--- config.mk ---
export PLATFORM = sky130hd
export DESIGN_NAME = tpl_policer
export DESIGN_NICKNAME = d
export VERILOG_FILES = /design/src/tpl_pkg.sv /design/src/tpl_bucket_if.sv /design/src/tpl_rate.sv /design/src/tpl_bucket.sv /design/src/tpl_policer.sv
export VERILOG_INCLUDE_DIRS = /design/src
export SDC_FILE = /design/constraint.sdc
export NUM_CORES = 1
export LEC_CHECK = 0
export BUFFER_PORTS_ARGS = -buffer_cell sky130_fd_sc_hd__buf_2
export CAP_MARGIN = 20
export CORE_MARGIN = 1
export CORE_UTILIZATION = 32
export CTS_BUF_LIST = sky130_fd_sc_hd__clkbuf_8
export DETAILED_ROUTE_END_ITERATION = 12
export PLACE_DENSITY = 0.55
export SLEW_MARGIN = 15
export SYNTH_ARGS = -nofsm -noshare
export SYNTH_HDL_FRONTEND = slang
export SYNTH_SLANG_ARGS = --single-unit
--- constraint.sdc ---
create_clock -name clk -period 14.5 [get_ports clk]
set_clock_uncertainty 0.1 [all_clocks]
set_input_delay 0.725 -clock clk [delete_from_list [all_inputs] [get_ports clk]]
set_output_delay 0.725 -clock clk [all_outputs]
set_load 0.02 [all_outputs]
--- src/tpl_defines.svh ---
// Offsets, field positions, reset values, widths and timing counts of the policer.
`ifndef TPL_DEFINES_SVH
`define TPL_DEFINES_SVH

// ==========================================================================
// Widths
`define TPL_CNT_W 24
`define TPL_LEN_W 16
`define TPL_RATE_W 16

// ==========================================================================
// Timing
`define TPL_CLK_PERIOD_NS 25
`define TPL_REFILL_NS 1000
`define TPL_REFILL_CYC ((`TPL_REFILL_NS) / (`TPL_CLK_PERIOD_NS))

// ==========================================================================
// Register byte offsets
`define TPL_OFS_CTRL 6'h00
`define TPL_OFS_CRATE 6'h04
`define TPL_OFS_PRATE 6'h08
`define TPL_OFS_CSIZE 6'h0C
`define TPL_OFS_XSIZE 6'h10
`define TPL_OFS_CCOUNT 6'h14
`define TPL_OFS_XCOUNT 6'h18
`define TPL_OFS_NGREEN 6'h1C
`define TPL_OFS_NYELLOW 6'h20
`define TPL_OFS_NRED 6'h24

// ==========================================================================
// Control fields
`define TPL_CTRL_EN 0
`define TPL_CTRL_MODE 1
`define TPL_CTRL_FILL 2

// ==========================================================================
// Reset values
`define TPL_RST_EN 1'h0
`define TPL_RST_MODE 1'h0
`define TPL_RST_CRATE 16'h0010
`define TPL_RST_PRATE 16'h0020
`define TPL_RST_CSIZE 24'h000800
`define TPL_RST_XSIZE 24'h001000

`endif

--- src/tpl_pkg.sv ---
// Types shared by the policer modules.
`include "tpl_defines.svh"

package tpl_pkg;

	// ==========================================================================
	// Types
	typedef enum logic [1:0] {
		TPL_GREEN = 2'h0,
		TPL_YELLOW = 2'h1,
		TPL_RED = 2'h2
	} tpl_color_e;

	typedef enum logic {
		TPL_SINGLE = 1'h0,
		TPL_TWO = 1'h1
	} tpl_mode_e;

	typedef logic [`TPL_CNT_W-1:0] tpl_cnt_t;
	typedef logic [`TPL_LEN_W-1:0] tpl_len_t;
	typedef logic [`TPL_RATE_W-1:0] tpl_rate_t;

endpackage

--- src/tpl_bucket_if.sv ---
// Signals between the policer core and one token bucket.
`timescale 1ns/100ps

interface tpl_bucket_if;
	import tpl_pkg::*;
	tpl_cnt_t addTok;
	tpl_cnt_t takeTok;
	tpl_cnt_t limit;
	logic load;
	tpl_cnt_t count;
	tpl_cnt_t spill;

	modport store (input addTok, input takeTok, input limit, input load,
		output count, output spill);
	modport user (output addTok, output takeTok, output limit, output load,
		input count, input spill);
endinterface

--- src/tpl_rate.sv ---
// Refill generator: emits a rate's worth of tokens once per refill interval.
`timescale 1ns/100ps
`include "tpl_defines.svh"

module tpl_rate (
	// Clock and reset
	input wire logic clk,
	input wire logic rst_b,
	input wire logic clkEn,
	// Rate and tokens
	input wire tpl_pkg::tpl_rate_t rate,
	output tpl_pkg::tpl_cnt_t tokens
);
	import tpl_pkg::*;

	localparam logic [7:0] LAST = 8'(`TPL_REFILL_CYC - 1);

	logic [7:0] div_q;
	tpl_cnt_t tok_q;
	wire tick = (div_q == LAST);

	always_ff @(posedge clk) begin
		if (!rst_b) begin
			div_q <= 8'h00;
			tok_q <= '0;
		end else if (clkEn) begin
			div_q <= tick ? 8'h00 : div_q + 8'h01;
			tok_q <= tick ? tpl_cnt_t'(rate) : '0;
		end
	end

	assign tokens = tok_q;
endmodule // tpl_rate

--- src/tpl_bucket.sv ---
// One token bucket: refill, deduction, saturation and overflow spill.
`timescale 1ns/100ps
`include "tpl_defines.svh"

module tpl_bucket (
	// Clock and reset
	input wire logic clk,
	input wire logic rst_b,
	input wire logic clkEn,
	// Bucket
	tpl_bucket_if.store bkt
);
	import tpl_pkg::*;

	tpl_cnt_t count_q;
	tpl_cnt_t count_d;
	logic [`TPL_CNT_W:0] sum;
	logic over;
	logic [`TPL_CNT_W:0] excess;

	// Deductions never exceed the count, so the sum cannot go negative.
	assign sum = {1'b0, count_q} + {1'b0, bkt.addTok} - {1'b0, bkt.takeTok};
	assign over = sum > {1'b0, bkt.limit};
	assign count_d = (bkt.load || over) ? bkt.limit : sum[`TPL_CNT_W-1:0];
	// Only freshly added tokens spill; a count cut by a smaller size is
	// clamped, never moved into the other bucket.
	assign excess = sum - {1'b0, bkt.limit};
	assign bkt.spill = (over && !bkt.load) ? ((excess > {1'b0, bkt.addTok}) ?
		bkt.addTok : tpl_cnt_t'(excess)) : '0;
	assign bkt.count = count_q;

	always_ff @(posedge clk) begin
		if (!rst_b) begin
			count_q <= '0;
		end else if (clkEn) begin
			count_q <= count_d;
		end
	end
endmodule // tpl_bucket

--- src/tpl_policer.sv ---
// Three-colour token-bucket policer with its Avalon-MM register slave.
// ==========================================================================
// Operation
// Single-rate uses one rate, two buckets.
// Each packet gets green, yellow or red.
// Committed rate fills first; overflow fills excess.
// Single-rate: enough committed tokens means green.
// Green packet removes its length from committed.
// Otherwise yellow if excess suffices, else red.
// Dropped packets leave every bucket untouched.
// Software keeps peak rate not below committed.
// Two-rate refills committed and peak separately.
// Two-rate: short peak bucket means red.
// Peak passes: committed decides green or yellow.
// One token equals one byte.
// Yellow and two-rate green deduct as described.
// Buckets saturate at their configured sizes.
//
// The register offsets and the Avalon-MM interface to the registers were decided locally.
`timescale 1ns/100ps
`include "tpl_defines.svh"

module tpl_policer (
	// Clock and reset
	input wire logic clk,
	input wire logic rst_b,
	input wire logic clkEn,
	// Avalon-MM register slave
	input wire logic [5:0] avs_address,
	input wire logic avs_read,
	input wire logic avs_write,
	input wire logic [31:0] avs_writedata,
	input wire logic [3:0] avs_byteenable,
	output logic [31:0] avs_readdata,
	output logic avs_waitrequest,
	// Packet from the upstream path
	input wire logic pktValid,
	input wire tpl_pkg::tpl_len_t pktLen,
	output logic pktReady,
	// Colour to the downstream queue logic
	output logic colorValid,
	output tpl_pkg::tpl_color_e color,
	output tpl_pkg::tpl_len_t colorLen
);
	import tpl_pkg::*;

	// ==========================================================================
	// Register state
	logic en_q;
	tpl_mode_e mode_q;
	logic fill_q;
	tpl_rate_t cRate_q;
	tpl_rate_t pRate_q;
	tpl_cnt_t cSize_q;
	tpl_cnt_t xSize_q;
	logic [31:0] nGreen_q;
	logic [31:0] nYellow_q;
	logic [31:0] nRed_q;
	logic ack_q;
	logic [31:0] rdata_q;
	logic [31:0] rdMux;

	// Outputs of the colour stage.
	logic cv_q;
	tpl_color_e col_q;
	tpl_len_t clen_q;

	// ==========================================================================
	// Buckets and refill
	tpl_bucket_if cBkt ();
	tpl_bucket_if xBkt ();
	tpl_cnt_t cTokens;
	tpl_cnt_t pTokens;

	tpl_rate u_crate (
		.clk(clk),
		.rst_b(rst_b),
		.clkEn(clkEn),
		.rate(cRate_q),
		.tokens(cTokens)
	);

	// Only two-rate mode consumes the peak refill; R8 is left to software.
	tpl_rate u_prate (
		.clk(clk),
		.rst_b(rst_b),
		.clkEn(clkEn),
		.rate(pRate_q),
		.tokens(pTokens)
	);

	tpl_bucket u_cbkt (
		.clk(clk),
		.rst_b(rst_b),
		.clkEn(clkEn),
		.bkt(cBkt.store)
	);

	tpl_bucket u_xbkt (
		.clk(clk),
		.rst_b(rst_b),
		.clkEn(clkEn),
		.bkt(xBkt.store)
	);

	// ==========================================================================
	// Bus decode
	wire busReq = avs_read || avs_write;
	wire wrTake = avs_write && ack_q;
	wire rdTake = avs_read && !ack_q;
	wire selCtrl = (avs_address == `TPL_OFS_CTRL);
	wire selCRate = (avs_address == `TPL_OFS_CRATE);
	wire selPRate = (avs_address == `TPL_OFS_PRATE);
	wire selCSize = (avs_address == `TPL_OFS_CSIZE);
	wire selXSize = (avs_address == `TPL_OFS_XSIZE);
	wire selNGreen = (avs_address == `TPL_OFS_NGREEN);
	wire selNYellow = (avs_address == `TPL_OFS_NYELLOW);
	wire selNRed = (avs_address == `TPL_OFS_NRED);
	wire selCCount = (avs_address == `TPL_OFS_CCOUNT);
	wire selXCount = (avs_address == `TPL_OFS_XCOUNT);
	wire wrCtrl = wrTake && selCtrl;
	wire wrCRate = wrTake && selCRate;
	wire wrPRate = wrTake && selPRate;
	wire wrCSize = wrTake && selCSize;
	wire wrXSize = wrTake && selXSize;
	wire clrGreen = wrTake && selNGreen;
	wire clrYellow = wrTake && selNYellow;
	wire clrRed = wrTake && selNRed;
	wire [31:0] beMask = {{8{avs_byteenable[3]}}, {8{avs_byteenable[2]}},
		{8{avs_byteenable[1]}}, {8{avs_byteenable[0]}}};

	// Merges the enabled byte lanes of the write data into an old value.
	function automatic logic [31:0] merge(input logic [31:0] old);
		merge = (old & ~beMask) | (avs_writedata & beMask);
	endfunction

	wire [31:0] ctrlNew = merge({29'h0, fill_q, mode_q, en_q});
	wire [31:0] cRateNew = merge({16'h0, cRate_q});
	wire [31:0] pRateNew = merge({16'h0, pRate_q});
	wire [31:0] cSizeNew = merge({8'h0, cSize_q});
	wire [31:0] xSizeNew = merge({8'h0, xSize_q});

	// Every request answers one cycle after it is raised; the extra cycle lets
	// read data come from a flip-flop rather than the decode tree.
	assign avs_waitrequest = busReq && !ack_q;
	assign avs_readdata = rdata_q;

	always_comb begin
		if (selCtrl) begin
			rdMux = {29'h0, 1'b0, mode_q, en_q};
		end else if (selCRate) begin
			rdMux = {16'h0, cRate_q};
		end else if (selPRate) begin
			rdMux = {16'h0, pRate_q};
		end else if (selCSize) begin
			rdMux = {8'h0, cSize_q};
		end else if (selXSize) begin
			rdMux = {8'h0, xSize_q};
		end else if (selCCount) begin
			rdMux = {8'h0, cBkt.count};
		end else if (selXCount) begin
			rdMux = {8'h0, xBkt.count};
		end else if (selNGreen) begin
			rdMux = nGreen_q;
		end else if (selNYellow) begin
			rdMux = nYellow_q;
		end else if (selNRed) begin
			rdMux = nRed_q;
		end else begin
			rdMux = 32'h0000_0000;
		end
	end

	always_ff @(posedge clk) begin
		if (!rst_b) begin
			ack_q <= 1'b0;
		end else if (clkEn) begin
			ack_q <= busReq && !ack_q;
		end
	end

	always_ff @(posedge clk) begin
		if (!rst_b) begin
			rdata_q <= 32'h0000_0000;
		end else if (clkEn && rdTake) begin
			rdata_q <= rdMux;
		end
	end

	// ==========================================================================
	// Configuration registers
	// The fill bit is a one-cycle pulse, so a later control write that leaves
	// it set reloads the buckets again only because software asked for it.
	always_ff @(posedge clk) begin
		if (!rst_b) begin
			fill_q <= 1'b0;
		end else if (clkEn) begin
			fill_q <= wrCtrl && ctrlNew[`TPL_CTRL_FILL];
		end
	end

	always_ff @(posedge clk) begin
		if (!rst_b) begin
			en_q <= `TPL_RST_EN;
			mode_q <= tpl_mode_e'(`TPL_RST_MODE);
		end else if (clkEn && wrCtrl) begin
			en_q <= ctrlNew[`TPL_CTRL_EN];
			mode_q <= tpl_mode_e'(ctrlNew[`TPL_CTRL_MODE]);
		end
	end

	always_ff @(posedge clk) begin
		if (!rst_b) begin
			cRate_q <= `TPL_RST_CRATE;
		end else if (clkEn && wrCRate) begin
			cRate_q <= cRateNew[15:0];
		end
	end

	always_ff @(posedge clk) begin
		if (!rst_b) begin
			pRate_q <= `TPL_RST_PRATE;
		end else if (clkEn && wrPRate) begin
			pRate_q <= pRateNew[15:0];
		end
	end

	always_ff @(posedge clk) begin
		if (!rst_b) begin
			cSize_q <= `TPL_RST_CSIZE;
		end else if (clkEn && wrCSize) begin
			cSize_q <= cSizeNew[23:0];
		end
	end

	always_ff @(posedge clk) begin
		if (!rst_b) begin
			xSize_q <= `TPL_RST_XSIZE;
		end else if (clkEn && wrXSize) begin
			xSize_q <= xSizeNew[23:0];
		end
	end

	// ==========================================================================
	// Colour decision
	// Lengths are bytes and tokens are bytes, so they compare directly.
	wire tpl_cnt_t lenTok = tpl_cnt_t'(pktLen);
	wire cOk = cBkt.count >= lenTok;
	wire xOk = xBkt.count >= lenTok;
	wire twoRate = (mode_q == TPL_TWO);
	wire pktTake = pktValid && pktReady;
	tpl_color_e decide;

	// Packets wait while the policer is disabled so none pass uncoloured.
	assign pktReady = en_q && !fill_q;

	always_comb begin
		if (twoRate) begin
			if (!xOk) begin
				decide = TPL_RED;
			end else if (cOk) begin
				decide = TPL_GREEN;
			end else begin
				decide = TPL_YELLOW;
			end
		end else begin
			if (cOk) begin
				decide = TPL_GREEN;
			end else if (xOk) begin
				decide = TPL_YELLOW;
			end else begin
				decide = TPL_RED;
			end
		end
	end

	wire isGreen = pktTake && (decide == TPL_GREEN);
	wire isYellow = pktTake && (decide == TPL_YELLOW);
	wire isRed = pktTake && (decide == TPL_RED);

	// ==========================================================================
	// Bucket steering
	// Red packets deduct nothing because downstream drops them.
	assign cBkt.takeTok = isGreen ? lenTok : '0;
	assign xBkt.takeTok = (isYellow || (isGreen && twoRate)) ?
		lenTok : '0;
	assign cBkt.addTok = cTokens;
	// Single-rate: excess fills only from the committed overflow.
	assign xBkt.addTok = twoRate ? pTokens : cBkt.spill;
	assign cBkt.limit = cSize_q;
	assign xBkt.limit = xSize_q;
	assign cBkt.load = fill_q;
	assign xBkt.load = fill_q;

	// ==========================================================================
	// Colour output stage
	always_ff @(posedge clk) begin
		if (!rst_b) begin
			cv_q <= 1'b0;
			col_q <= TPL_GREEN;
			clen_q <= '0;
		end else if (clkEn) begin
			cv_q <= pktTake;
			if (pktTake) begin
				col_q <= decide;
				clen_q <= pktLen;
			end
		end
	end

	assign colorValid = cv_q;
	assign color = col_q;
	assign colorLen = clen_q;

	// ==========================================================================
	// Colour counters
	// A write clears a counter; a packet counted in the same cycle wins and
	// leaves the count at one so no event is lost.
	wire [31:0] nGreen_d = clrGreen ? {31'h0, isGreen} : nGreen_q + {31'h0, isGreen};
	wire [31:0] nYellow_d = clrYellow ? {31'h0, isYellow} : nYellow_q + {31'h0, isYellow};
	wire [31:0] nRed_d = clrRed ? {31'h0, isRed} : nRed_q + {31'h0, isRed};

	always_ff @(posedge clk) begin
		if (!rst_b) begin
			nGreen_q <= 32'h0000_0000;
		end else if (clkEn) begin
			nGreen_q <= nGreen_d;
		end
	end

	always_ff @(posedge clk) begin
		if (!rst_b) begin
			nYellow_q <= 32'h0000_0000;
		end else if (clkEn) begin
			nYellow_q <= nYellow_d;
		end
	end

	always_ff @(posedge clk) begin
		if (!rst_b) begin
			nRed_q <= 32'h0000_0000;
		end else if (clkEn) begin
			nRed_q <= nRed_d;
		end
	end

endmodule // tpl_policer

==> flow_metrics.env <==
export IMPL_yosysTopAreaCell="dfxtp_1"
export IMPL_stdcell_area_um2=24600
export IMPL_synth_cells=2638
export IMPL_netlist_area_um2=21400
export IMPL_finalPower_mw=4.79
export IMPL_period_minus_slack_ns=13.71
export IMPL_grt_pass1_vias=19542
export IMPL_synth_cell_types=86
export IMPL_async_flop_share_pct=0
export IMPL_yosysTopAreaCellShare_pct=30.6
export IMPL_htreeDepth=2
export IMPL_worstMarginPinSlew_ns=1.18
export IMPL_p_leak_nw=10.2
export IMPL_setup_viol=0
export IMPL_via_per_inst=5.50
export IMPL_area_growth_pct=15.1
export IMPL_synth_edf_count=0
export IMPL_rrSetupSlack_ns=0.79
export IMPL_cp_data_arrival_time_ns=14.11
export IMPL_firstDrtPassIters=6
export IMPL_cts_clk_slew_worst_paths_ns=0.07
export IMPL_dp_hpwl_um=58900
export IMPL_numClockSinks=327
export IMPL_multi_input_area_um2=13600
export IMPL_finalMaxSlewViolations=0
export IMPL_max_stage_delay_ns=0.61
export IMPL_postCtsHoldBufs=0
export IMPL_syn_avg_cell_area_um2=8.10
export IMPL_crit_buf_inv=6
export IMPL_cts_made_buffers=60
export IMPL_crit_path_start_kind="flip-flop"
export IMPL_max_cap_viol_count=0
export IMPL_wirelength_um=77600
export IMPL_post_route_period_util_pct=94.5
export IMPL_initialDrtViolationCount=1730
export IMPL_cpMaxStageDelayCell="fa_1"
export IMPL_dp_cells=3578
export IMPL_ys_seq_area_share_pct=30.6
export IMPL_power_density_nw_per_um2=195
export IMPL_num_io_pins=117
export IMPL_root_buffer="clkbuf_8"
export IMPL_stdcell_count=3691
export IMPL_postRouteAntennaNets=0
export IMPL_tns_ns=0
export IMPL_relSlewSlack_pct=20.9
export IMPL_drc_errors=0
export IMPL_placed_area_um2=23200
export IMPL_crit_type="reg -> reg"
export IMPL_crit_required_ns=14.90
export IMPL_ff_latch_area_um2=6550
export IMPL_hold_class="in -> reg"
export IMPL_die_area_um2=67800
export IMPL_row_count=94
export IMPL_antenna_found_initial=1
export IMPL_ys_flop_type="dfxtp_1"
export IMPL_crit_family="compound AO/OA/AOI/OAI gates"
export IMPL_worstSetupEndpointType="flip-flop"
export IMPL_yosysWarnings=0
export IMPL_path_max_fanout=17
export IMPL_grt_pass1_wl_um=117000
export IMPL_grt_util_all_layers_pct=22.5
export IMPL_fillers=6808
export IMPL_grt_max_degree=96
export IMPL_nets=3045
export IMPL_status="completed"
export IMPL_fmax_mhz=73.0
export IMPL_ys_ff_latch=327
export IMPL_synth_common_cells="dfxtp_1, nor2_1, inv_1"
export IMPL_wl_per_cell_um=21.0
export IMPL_via_count=20301
export IMPL_io_buffers=107
export IMPL_synth_most_common_cell="dfxtp_1"
export IMPL_cts_tree="yes"
export IMPL_die_h_um=260
export IMPL_hold_violations=0
export IMPL_gp_congestion=0.943
export IMPL_clkLatencyLatePin_ns=0.71
export IMPL_core_um2=65900
export IMPL_clockBufferDepth=3
export IMPL_peakVddDrop_mv=0.126
export IMPL_yosys_top_cells_area="dfxtp_1, ha_1, mux2i_1"
export IMPL_initial_core_util_pct=32.4
export IMPL_die_w_um=260
export IMPL_overflow=0
export IMPL_final_util_pct=37.3
export IMPL_drive_above_1_share_pct=11.5
[final cells by class]
class	instances	area share (%)
multi-input cells	1969	55.1
clock buffers	73	4.09
flip-flops and latches	327	26.6
inverters	230	3.52
repair buffers	192	5.07
clock inverters	35	1.15
well taps	864	4.40
diodes	1	0.0102
[cell usage in the layout, fill, tap and decap left out, types with 22 or more instances in the layout]
master	synthesis	layout
nor3_1	28	26
a21oi_1	212	211
inv_1	229	247
nand2b_1	25	25
a222oi_1	33	33
and2_1	38	38
xor2_1	73	73
or3_1	26	26
nand3_1	91	91
buf_2	7	106
clkbuf_8	2	73
o21ai_0	154	152
a221oi_1	29	29
nand4_1	46	46
a21o_1	48	48
nand2_1	205	205
fa_1	33	33
a2bb2oi_1	29	24
ha_1	168	168
xnor2_1	66	65
nor2_1	296	293
dfxtp_1	327	327
nor2b_1	34	33
and3_1	22	22
mux2i_1	128	128
buf_4	3	81
[kinds of logic after synthesis]
| logic type | after synthesis | share of synthesized area [%] |
|---|---|---|
| AOI/OAI and AO/OA | 641 | 19.3 |
| xor gates and xnor gates | 140 | 5.80 |
| adders and majority gates | 201 | 12.9 |
| buffers and inverters | 349 | 6.58 |
| DFF | 327 | 30.6 |
| muxes | 128 | 6.00 |
| other | 1 | 0.0176 |
| and+or+nand+nor | 851 | 18.8 |
[worst min-delay path, cell delays in order]
cell and delay (ns):
buf_2 0.10, mux2i_1 0.06, nor2_1 0.08
[layer usage]
metal / vias up / track usage, % / wire length, um
met5: - / 0 / 0
met4: 0 / 12.1 / 4350
met3: 192 / 2.82 / 5040
met2: 783 / 35.2 / 33800
met1: 9783 / 30.1 / 34400
li1: 9543 / - / -
[power breakdown]
part           switching [mW]  total [mW]  internal [mW]
logic                    1.65        2.85           1.20
registers              0.0391       0.970          0.931
clock network           0.434       0.964          0.530
total                    2.12        4.79           2.67
[through the flow]
stage                     hold slack (ns)  setup slack [ns]
after floorplan                     0.349              2.40
after global placement              0.333             0.298
after detailed placement            0.339          -0.00687
after CTS                           0.164             0.333
after global routing                0.199           -0.0207
final                               0.206             0.793
[path summary, 6_finish.rpt]
check | from | cells past startpoint | endpoint
max | u_cbkt.bkt.count[0]$_SDFFE_PN0P_ | 61 | u_xbkt.bkt.count[3]$_SDFFE_PN0P_
min | avs_writedata[17] | 3 | flip-flop
max reg2reg | u_cbkt.bkt.count[0]$_SDFFE_PN0P_ | 61 | u_xbkt.bkt.count[3]$_SDFFE_PN0P_
min reg2reg | avs_readdata[2]$_SDFFE_PN0P_ | 1 | avs_readdata[2]$_SDFFE_PN0P_
[repair_timing]
item | 4_1_cts | 5_1_grt
setup endpoints to repair | 0 | 24
endpoints found under the hold margin | 0 | 0
gates resized for setup | 0 | 19
setup buffers | 0 | 3
(Power assumes the default switching activity.)
